File: config.mk
export PLATFORM = sky130hd
export DESIGN_NAME = avmd_core
export DESIGN_NICKNAME = d
export VERILOG_FILES = /design/src/hdl/avmd_core.v
export VERILOG_INCLUDE_DIRS = /design/src /design/src/hdl
export SDC_FILE = /design/constraint.sdc
export NUM_CORES = 2
export LEC_CHECK = 0
export BUFFER_PORTS_ARGS = -buffer_cell sky130_fd_sc_hd__buf_2
export CAP_MARGIN = 40
export CORE_MARGIN = 2
export CORE_UTILIZATION = 30
export CTS_CLUSTER_SIZE = 30
export DETAILED_ROUTE_END_ITERATION = 12
export GPL_ROUTABILITY_DRIVEN = 0
export PLACE_DENSITY = 0.46
export RECOVER_POWER = 50
export SLEW_MARGIN = 40
export SYNTH_ARGS = -nofsm -noshare
export SYNTH_HDL_FRONTEND = slang
export SYNTH_SLANG_ARGS = --single-unit
File: constraint.sdc
create_clock -name clk_in -period 14.5 [get_ports clk_in]
set_clock_uncertainty 0.15 [all_clocks]
set_input_delay 0.725 -clock clk_in [delete_from_list [all_inputs] [get_ports clk_in]]
set_output_delay 0.725 -clock clk_in [all_outputs]
set_load 0.02 [all_outputs]
File: src/hdl/avmd_defines.vh
// Register offsets, field positions and reset values of the detector
`ifndef AVMD_DEFINES_VH
`define AVMD_DEFINES_VH
`define AVMD_OFS_THS_HIGH   8'h60
`define AVMD_OFS_THS_LOW    8'h61
`define AVMD_OFS_DB_COUNT   8'h62
`define AVMD_OFS_REF_X_HIGH 8'h63
`define AVMD_OFS_REF_X_LOW  8'h64
`define AVMD_OFS_REF_Y_HIGH 8'h65
`define AVMD_OFS_REF_Y_LOW  8'h66
`define AVMD_OFS_REF_Z_HIGH 8'h67
`define AVMD_OFS_REF_Z_LOW  8'h68
`define AVMD_REG_RESET      8'h00
`define AVMD_CLR_MODE_BIT   7
`define AVMD_THS_HIGH_MSB   4
`define AVMD_REF_HIGH_MSB   5
`define AVMD_THS_HIGH_MASK  8'h9F
`define AVMD_REF_HIGH_MASK  8'h3F
`define AVMD_CNT_ZERO       8'h00
`define AVMD_CNT_STEP       8'h01
`endif

File: src/hdl/avmd_core.v
// Accelerometer vector-magnitude change detector with its registers
// Notes on behaviour
// - With clear-mode 0, a below-threshold sample lowers the counter by one.
// - With clear-mode 1, a below-threshold sample zeroes the counter.
// - Threshold is 13 unsigned bits: high register bits 4..0, low register.
// - Threshold LSB equals one output code of the selected range.
// - Debounce count is an 8-bit register of samples to persist.
// - Outside hybrid mode the counter steps once per output sample.
// - In hybrid mode only every second sample steps the counter.
// - X reference is signed 14 bits: high bits 5..0 and low register.
// - Y reference is signed 14 bits: high bits 5..0 and low register.
// - Z reference is signed 14 bits: high bits 5..0 and low register.
// - Programmed references are used only while the source select is 1.
// - Programmed references share the LSB of the selected range.
// - Event when distance to reference exceeds threshold beyond the count.
// - With source select 0, samples at enable become the references.
// - Hold 0 reloads references on event; hold 1 keeps enable values.
// - Latch 0 makes the flag follow the condition; 1 holds it until read.
`include "avmd_defines.vh"
module avmd_core #(
    parameter AXIS_W = 14,
    parameter THS_W  = 13,
    parameter CNT_W  = 8
) (
    input  wire              clk_in,
    input  wire              reset_n_in,
    input  wire [7:0]        reg_addr_in,
    input  wire [7:0]        reg_wdata_in,
    input  wire              reg_wr_in,
    input  wire              reg_rd_in,
    output reg  [7:0]        reg_rdata_out,
    input  wire              sample_valid_in,
    input  wire [AXIS_W-1:0] sample_x_in,
    input  wire [AXIS_W-1:0] sample_y_in,
    input  wire [AXIS_W-1:0] sample_z_in,
    input  wire              func_enable_in,
    input  wire              ref_from_regs_in,
    input  wire              ref_hold_in,
    input  wire              latch_select_in,
    input  wire              hybrid_mode_in,
    input  wire              int_source_read_in,
    output reg               event_flag_out,
    output reg  [CNT_W-1:0]  debounce_state_out
);

    localparam DIF_W = AXIS_W + 1;
    localparam SQ_W  = 2 * DIF_W;
    localparam SUM_W = SQ_W + 2;
    localparam TSQ_W = 2 * THS_W;

    reg  [7:0]        ths_high;
    reg  [7:0]        ths_low;
    reg  [CNT_W-1:0]  db_count;
    reg  [7:0]        rx_high;
    reg  [7:0]        rx_low;
    reg  [7:0]        ry_high;
    reg  [7:0]        ry_low;
    reg  [7:0]        rz_high;
    reg  [7:0]        rz_low;
    reg  [AXIS_W-1:0] last_x;
    reg  [AXIS_W-1:0] last_y;
    reg  [AXIS_W-1:0] last_z;
    reg  [AXIS_W-1:0] cap_x;
    reg  [AXIS_W-1:0] cap_y;
    reg  [AXIS_W-1:0] cap_z;
    reg               use_regs;
    reg               enable_d;
    reg               hybrid_phase;
    reg               cond_flag;
    reg  [CNT_W-1:0]  db_counter;

    wire [THS_W-1:0]  threshold;
    wire [AXIS_W-1:0] prog_x;
    wire [AXIS_W-1:0] prog_y;
    wire [AXIS_W-1:0] prog_z;
    wire [AXIS_W-1:0] ref_x;
    wire [AXIS_W-1:0] ref_y;
    wire [AXIS_W-1:0] ref_z;
    wire              clear_mode;
    wire              enable_rise;
    wire              step;
    wire              above;
    wire              trigger;
    reg  [DIF_W-1:0]  dx;
    reg  [DIF_W-1:0]  dy;
    reg  [DIF_W-1:0]  dz;
    reg  [SQ_W-1:0]   sq_x;
    reg  [SQ_W-1:0]   sq_y;
    reg  [SQ_W-1:0]   sq_z;
    reg  [TSQ_W-1:0]  ths_prod;
    reg  [SUM_W-1:0]  dist_sq;
    reg  [SUM_W-1:0]  ths_sq;

    assign threshold = {ths_high[`AVMD_THS_HIGH_MSB:0], ths_low};
    assign prog_x = {rx_high[`AVMD_REF_HIGH_MSB:0], rx_low};
    assign prog_y = {ry_high[`AVMD_REF_HIGH_MSB:0], ry_low};
    assign prog_z = {rz_high[`AVMD_REF_HIGH_MSB:0], rz_low};
    assign clear_mode = ths_high[`AVMD_CLR_MODE_BIT];

    assign ref_x = (use_regs && ref_from_regs_in) ? prog_x : cap_x;
    assign ref_y = (use_regs && ref_from_regs_in) ? prog_y : cap_y;
    assign ref_z = (use_regs && ref_from_regs_in) ? prog_z : cap_z;

    assign enable_rise = func_enable_in && !enable_d;

    assign step = func_enable_in && sample_valid_in &&
                  (!hybrid_mode_in || hybrid_phase);

    // Squares avoid a root; sample, reference and threshold share one LSB
    // same units compared
    always @* begin
        dx = {sample_x_in[AXIS_W-1], sample_x_in} -
             {ref_x[AXIS_W-1], ref_x};
        dy = {sample_y_in[AXIS_W-1], sample_y_in} -
             {ref_y[AXIS_W-1], ref_y};
        dz = {sample_z_in[AXIS_W-1], sample_z_in} -
             {ref_z[AXIS_W-1], ref_z};
        // Products get full-width targets; inside a concatenation they
        // would keep only the operand width and lose the upper bits
        sq_x = $signed(dx) * $signed(dx);
        sq_y = $signed(dy) * $signed(dy);
        sq_z = $signed(dz) * $signed(dz);
        dist_sq = {2'b00, sq_x} + {2'b00, sq_y} + {2'b00, sq_z};
        ths_prod = threshold * threshold;
        ths_sq = {{(SUM_W-TSQ_W){1'b0}}, ths_prod};
    end

    assign above = dist_sq > ths_sq;
    // Counter already at the count means the condition outlasted it
    // debounced trigger
    assign trigger = step && above && (db_counter >= db_count);

    // Register writes; unused high bits are not stored
    always @(posedge clk_in or negedge reset_n_in) begin
        if (!reset_n_in) begin
            ths_high <= `AVMD_REG_RESET;
            ths_low  <= `AVMD_REG_RESET;
            db_count <= `AVMD_REG_RESET;
            rx_high  <= `AVMD_REG_RESET;
            rx_low   <= `AVMD_REG_RESET;
            ry_high  <= `AVMD_REG_RESET;
            ry_low   <= `AVMD_REG_RESET;
            rz_high  <= `AVMD_REG_RESET;
            rz_low   <= `AVMD_REG_RESET;
        end else if (reg_wr_in) begin
            case (reg_addr_in)
                `AVMD_OFS_THS_HIGH: begin
                    ths_high <= reg_wdata_in & `AVMD_THS_HIGH_MASK;
                end
                `AVMD_OFS_THS_LOW: begin
                    ths_low <= reg_wdata_in;
                end
                `AVMD_OFS_DB_COUNT: begin
                    db_count <= reg_wdata_in;
                end
                `AVMD_OFS_REF_X_HIGH: begin
                    rx_high <= reg_wdata_in & `AVMD_REF_HIGH_MASK;
                end
                `AVMD_OFS_REF_X_LOW: begin
                    rx_low <= reg_wdata_in;
                end
                `AVMD_OFS_REF_Y_HIGH: begin
                    ry_high <= reg_wdata_in & `AVMD_REF_HIGH_MASK;
                end
                `AVMD_OFS_REF_Y_LOW: begin
                    ry_low <= reg_wdata_in;
                end
                `AVMD_OFS_REF_Z_HIGH: begin
                    rz_high <= reg_wdata_in & `AVMD_REF_HIGH_MASK;
                end
                `AVMD_OFS_REF_Z_LOW: begin
                    rz_low <= reg_wdata_in;
                end
                default: begin
                end
            endcase
        end
    end

    // Registered read data, one cycle after the read strobe
    always @(posedge clk_in or negedge reset_n_in) begin
        if (!reset_n_in) begin
            reg_rdata_out <= `AVMD_REG_RESET;
        end else if (reg_rd_in) begin
            case (reg_addr_in)
                `AVMD_OFS_THS_HIGH:   reg_rdata_out <= ths_high;
                `AVMD_OFS_THS_LOW:    reg_rdata_out <= ths_low;
                `AVMD_OFS_DB_COUNT:   reg_rdata_out <= db_count;
                `AVMD_OFS_REF_X_HIGH: reg_rdata_out <= rx_high;
                `AVMD_OFS_REF_X_LOW:  reg_rdata_out <= rx_low;
                `AVMD_OFS_REF_Y_HIGH: reg_rdata_out <= ry_high;
                `AVMD_OFS_REF_Y_LOW:  reg_rdata_out <= ry_low;
                `AVMD_OFS_REF_Z_HIGH: reg_rdata_out <= rz_high;
                `AVMD_OFS_REF_Z_LOW:  reg_rdata_out <= rz_low;
                default:              reg_rdata_out <= `AVMD_REG_RESET;
            endcase
        end
    end

    // Latest sample is kept so enabling between samples still has data
    always @(posedge clk_in or negedge reset_n_in) begin
        if (!reset_n_in) begin
            last_x       <= {AXIS_W{1'b0}};
            last_y       <= {AXIS_W{1'b0}};
            last_z       <= {AXIS_W{1'b0}};
            enable_d     <= 1'b0;
            hybrid_phase <= 1'b0;
        end else begin
            enable_d <= func_enable_in;
            if (sample_valid_in) begin
                last_x <= sample_x_in;
                last_y <= sample_y_in;
                last_z <= sample_z_in;
            end
            if (!func_enable_in) begin
                hybrid_phase <= 1'b0;
            end else if (sample_valid_in) begin
                hybrid_phase <= !hybrid_phase;
            end
        end
    end

    // Reference capture and reload
    always @(posedge clk_in or negedge reset_n_in) begin
        if (!reset_n_in) begin
            cap_x    <= {AXIS_W{1'b0}};
            cap_y    <= {AXIS_W{1'b0}};
            cap_z    <= {AXIS_W{1'b0}};
            use_regs <= 1'b0;
        end else if (enable_rise) begin
            use_regs <= ref_from_regs_in;
            cap_x    <= last_x;
            cap_y    <= last_y;
            cap_z    <= last_z;
        end else if (trigger && !ref_hold_in) begin
            use_regs <= 1'b0;
            cap_x    <= sample_x_in;
            cap_y    <= sample_y_in;
            cap_z    <= sample_z_in;
        end
    end

    // Debounce counter; never climbs beyond the programmed count
    always @(posedge clk_in or negedge reset_n_in) begin
        if (!reset_n_in) begin
            db_counter <= `AVMD_CNT_ZERO;
            cond_flag  <= 1'b0;
        end else if (!func_enable_in) begin
            db_counter <= `AVMD_CNT_ZERO;
            cond_flag  <= 1'b0;
        end else if (step) begin
            if (trigger) begin
                cond_flag <= 1'b1;
                if (!ref_hold_in) begin
                    db_counter <= `AVMD_CNT_ZERO;
                end
            end else if (above) begin
                db_counter <= db_counter + `AVMD_CNT_STEP;
            end else begin
                cond_flag <= 1'b0;
                if (clear_mode) begin
                    db_counter <= `AVMD_CNT_ZERO;
                end else if (db_counter != `AVMD_CNT_ZERO) begin
                    db_counter <= db_counter - `AVMD_CNT_STEP;
                end
            end
        end
    end

    // Event flag; a new trigger in the read cycle wins over the clear
    always @(posedge clk_in or negedge reset_n_in) begin
        if (!reset_n_in) begin
            event_flag_out     <= 1'b0;
            debounce_state_out <= `AVMD_CNT_ZERO;
        end else begin
            debounce_state_out <= db_counter;
            if (latch_select_in) begin
                if (trigger) begin
                    event_flag_out <= 1'b1;
                end else if (int_source_read_in) begin
                    event_flag_out <= 1'b0;
                end
            end else begin
                event_flag_out <= trigger ||
                    (cond_flag && !(step && !above) && func_enable_in);
            end
        end
    end

endmodule

==> reports/metrics.csv <==
stage,metric,value,unit
yosys,postSynthAreaPerCell,9.30,µm²
timing,fmax,73.7,MHz
setup_path,crit_top_cell,fa_1,
global_route,grt_max_degree,113,
hold_path,hold_path.class,reg -> reg,
routing,wl,107000,µm
placed_design,dp_hpwl,92400,µm
setup_path,cpMaxStageDelayCell,fa_1,
yosys,synth-edff-count,0,
floorplan,initial_utilization,0.303,
setup_path,worstReg2RegEnd,db_counter[7],
routing,ant_nets,0,
job,max_cap_viol_count,2,
placed_design,port_buffers,85,
clocking,cts_tree,yes,
floorplan,die_x,368,µm
hold_path,worstHoldPathCells,2,
floorplan,dieArea,136000,µm²
clocking,cts_sinks,177,
setup_path,critPathCaptureType,flip-flop,
yosys,synthTopCellsByCount,"inv_1, fa_1, ha_1",
yosys,synth_warnings,0,
yosys,syn_area,39900,µm²
setup_path,startpoint_type,flip-flop,
yosys,seq_area_frac_synth,0.111,
clocking,numCtsBuffers,17,
global_route,grt_use_total,0.164,
setup_path,worst_ep_arrival_time,13820,ps
floorplan,rows,133,
clocking,clk_pin_slew_worst_paths,70,ps
hold_path,holdPathEnd,cap_x[6],
timing,holdWs,333,ps
yosys,synth_flop_cell,dfrtp_1,
setup_path,worstSetupStartpoint,use_regs,
finish,nNetsFinal,5588,
clocking,htreeDepth,4,
timing,setup_viol_count_final,0,
status,violations,"max-capacitance violations, max-slew violations",
floorplan,ioPinCount,86,
global_route,grt_pass1_vias,30400,
floorplan,die_y,368,µm
routing,routed_via_density,4.58,
timing,fin_crit,13580,ps
setup_path,worstPathMaxFanout,16,
setup_path,reg2reg_depth,56,
yosys,ys_ff_latch,177,
timing,maxSlewHeadroom,-3.09,
status,status,"complete, but fails checks",
routing,drt_pass1_iterations,8,
yosys,async_flop_share,1.00,
clocking,clk-insertion-delay-late,470,ps
setup_path,crit_required,14740,ps
global_route,grt_overflow_total,0,
routing,wire_per_inst,17.5,µm
timing,drv_slew,180,
routing,drc_errors,0,
yosys,synth.most_common_cell,inv_1,
finish,area_growth,9.13,%
clocking,clk_path_buf_depth,2,
routing,num_vias,28100,
timing,final_hold_viol_count,0,
yosys,synth_area_leaders,"fa_1, ha_1, dfrtp_1",
setup_path,timing.rr.start,use_regs,
timing,tightest_slew,6130,ps
placed_design,placed_cell_area,42800,µm²
setup_path,critPathMaxStageDelay,530,ps
clocking,ctsHoldBuffers,0,
global_route,grt_pass1_wl,174000,µm
global_route,antenna_found_initial,7,
clocking,cts-root-buf,clkbuf_16,
yosys,synth_top_area_frac,0.364,
timing,post-route-period-util,0.936,
setup_path,rrSetupSlack,920,ps
yosys,yosysTopAreaCell,fa_1,
finish,drive_gt1_frac,0.0895,
hold_path,min_from,cap_x[6],
floorplan,design.core.area,132000,µm²
finish,fin_area,43500,µm²
setup_path,setup.worst_path.class,reg -> reg,
yosys,yosysUniqueCellTypes,90,
routing,drt_iter0_drc,1273,
yosys,synthCells,4283,
yosys,syn_nets,5501,
==> worst max-delay path by stage <==
stage,end,cells after the start
finish,db_counter[7],56
global route,db_counter[7],57
CTS,db_counter[7],54
detailed placement,db_counter[7],56
global placement,use_regs,58
floorplan,db_counter[7],60
==> worst max-delay path: cells and delay by family, from the launching register on <==
| kind | cells | cell delay, ps |
|---|---|---|
| flip-flops | 1 | 410 |
| AO/OA/AOI/OAI | 24 | 4580 |
| XOR/XNOR | 2 | 480 |
| multiplexers | 1 | 330 |
| AND/OR/NAND/NOR | 9 | 1580 |
| buffers and inverters | 8 | 920 |
| adder cells (fa/ha/maj) | 12 | 5050 |
==> cells in the final DEF, fill, tap and decap left out, drive strengths merged, types with 51 or more instances in the layout <==
cell	instances
a21o	56
a21oi	111
and2	59
buf	172
dfrtp	177
fa	724
ha	425
inv	1031
mux2	122
mux2i	89
nand2	347
nand2b	51
nor2	306
o21ai	114
xnor2	104
xor2	77
==> kinds of logic (layout without fill, tap and decap cells) <==
family / count (synthesis) / after routing / share of synthesized area
XOR/XNOR: 181 / 181 / 0.0400
multiplexers: 211 / 211 / 0.0569
adder cells (fa/ha/maj): 1149 / 1149 / 0.497
flip-flops: 177 / 177 / 0.111
other: 0 / 4 / 0
AND/OR/NAND/NOR: 953 / 953 / 0.107
buffers and inverters: 1136 / 1234 / 0.108
AO/OA/AOI/OAI: 476 / 476 / 0.0797
==> state kept, by name (all words and copies together), names as in the netlist, 8 cells and up <==
name	cells
ths_low	8
last_z	14
cap_x	14
rz_low	8
ry_low	8
db_count	8
cap_y	14
rx_low	8
db_counter	8
cap_z	14
debounce_state_out	8
last_x	14
reg_rdata_out	8
last_y	14
==> per-layer routing <==
layer  up-vias  track usage  share of wire  routed length, µm
met5         -            0        0.00036                 39
met4         6       0.0361          0.021               2310
met3        93       0.0208          0.037               3990
met2       399        0.275           0.47              50900
met1     14200        0.227           0.47              50100
li1      13500            -              -                  -
==> final cells by class <==
class,count,area (µm²)
fill,13700,88100
multi-input combinational,2970,31200
sequential,177,4430
inverter,1029,3860
tap,1755,2200
timing repair buffer,175,1180
clock buffer,17,425
clock inverter,13,144
antenna,4,10.0
==> repair_timing <==
action	CTS	global route
setup endpoints to repair	0	53
setup buffers	0	1
resized for setup	0	22
==> metrics by stage <==
stage                     setup slack (ps)  utilization  cells  setup TNS [ps]
after floorplan                       1010            -   4283               0
after global placement                 251        0.325   6103               0
after detailed placement              49.6        0.325   6105               0
after CTS                              471        0.330   6135               0
after global routing                 -1.29        0.330   6136           -1.29
final                                  923        0.330   6140               0
Power is not shown: default switching activity piles up to over one toggle a cycle in this logic, so the estimate is an artifact.
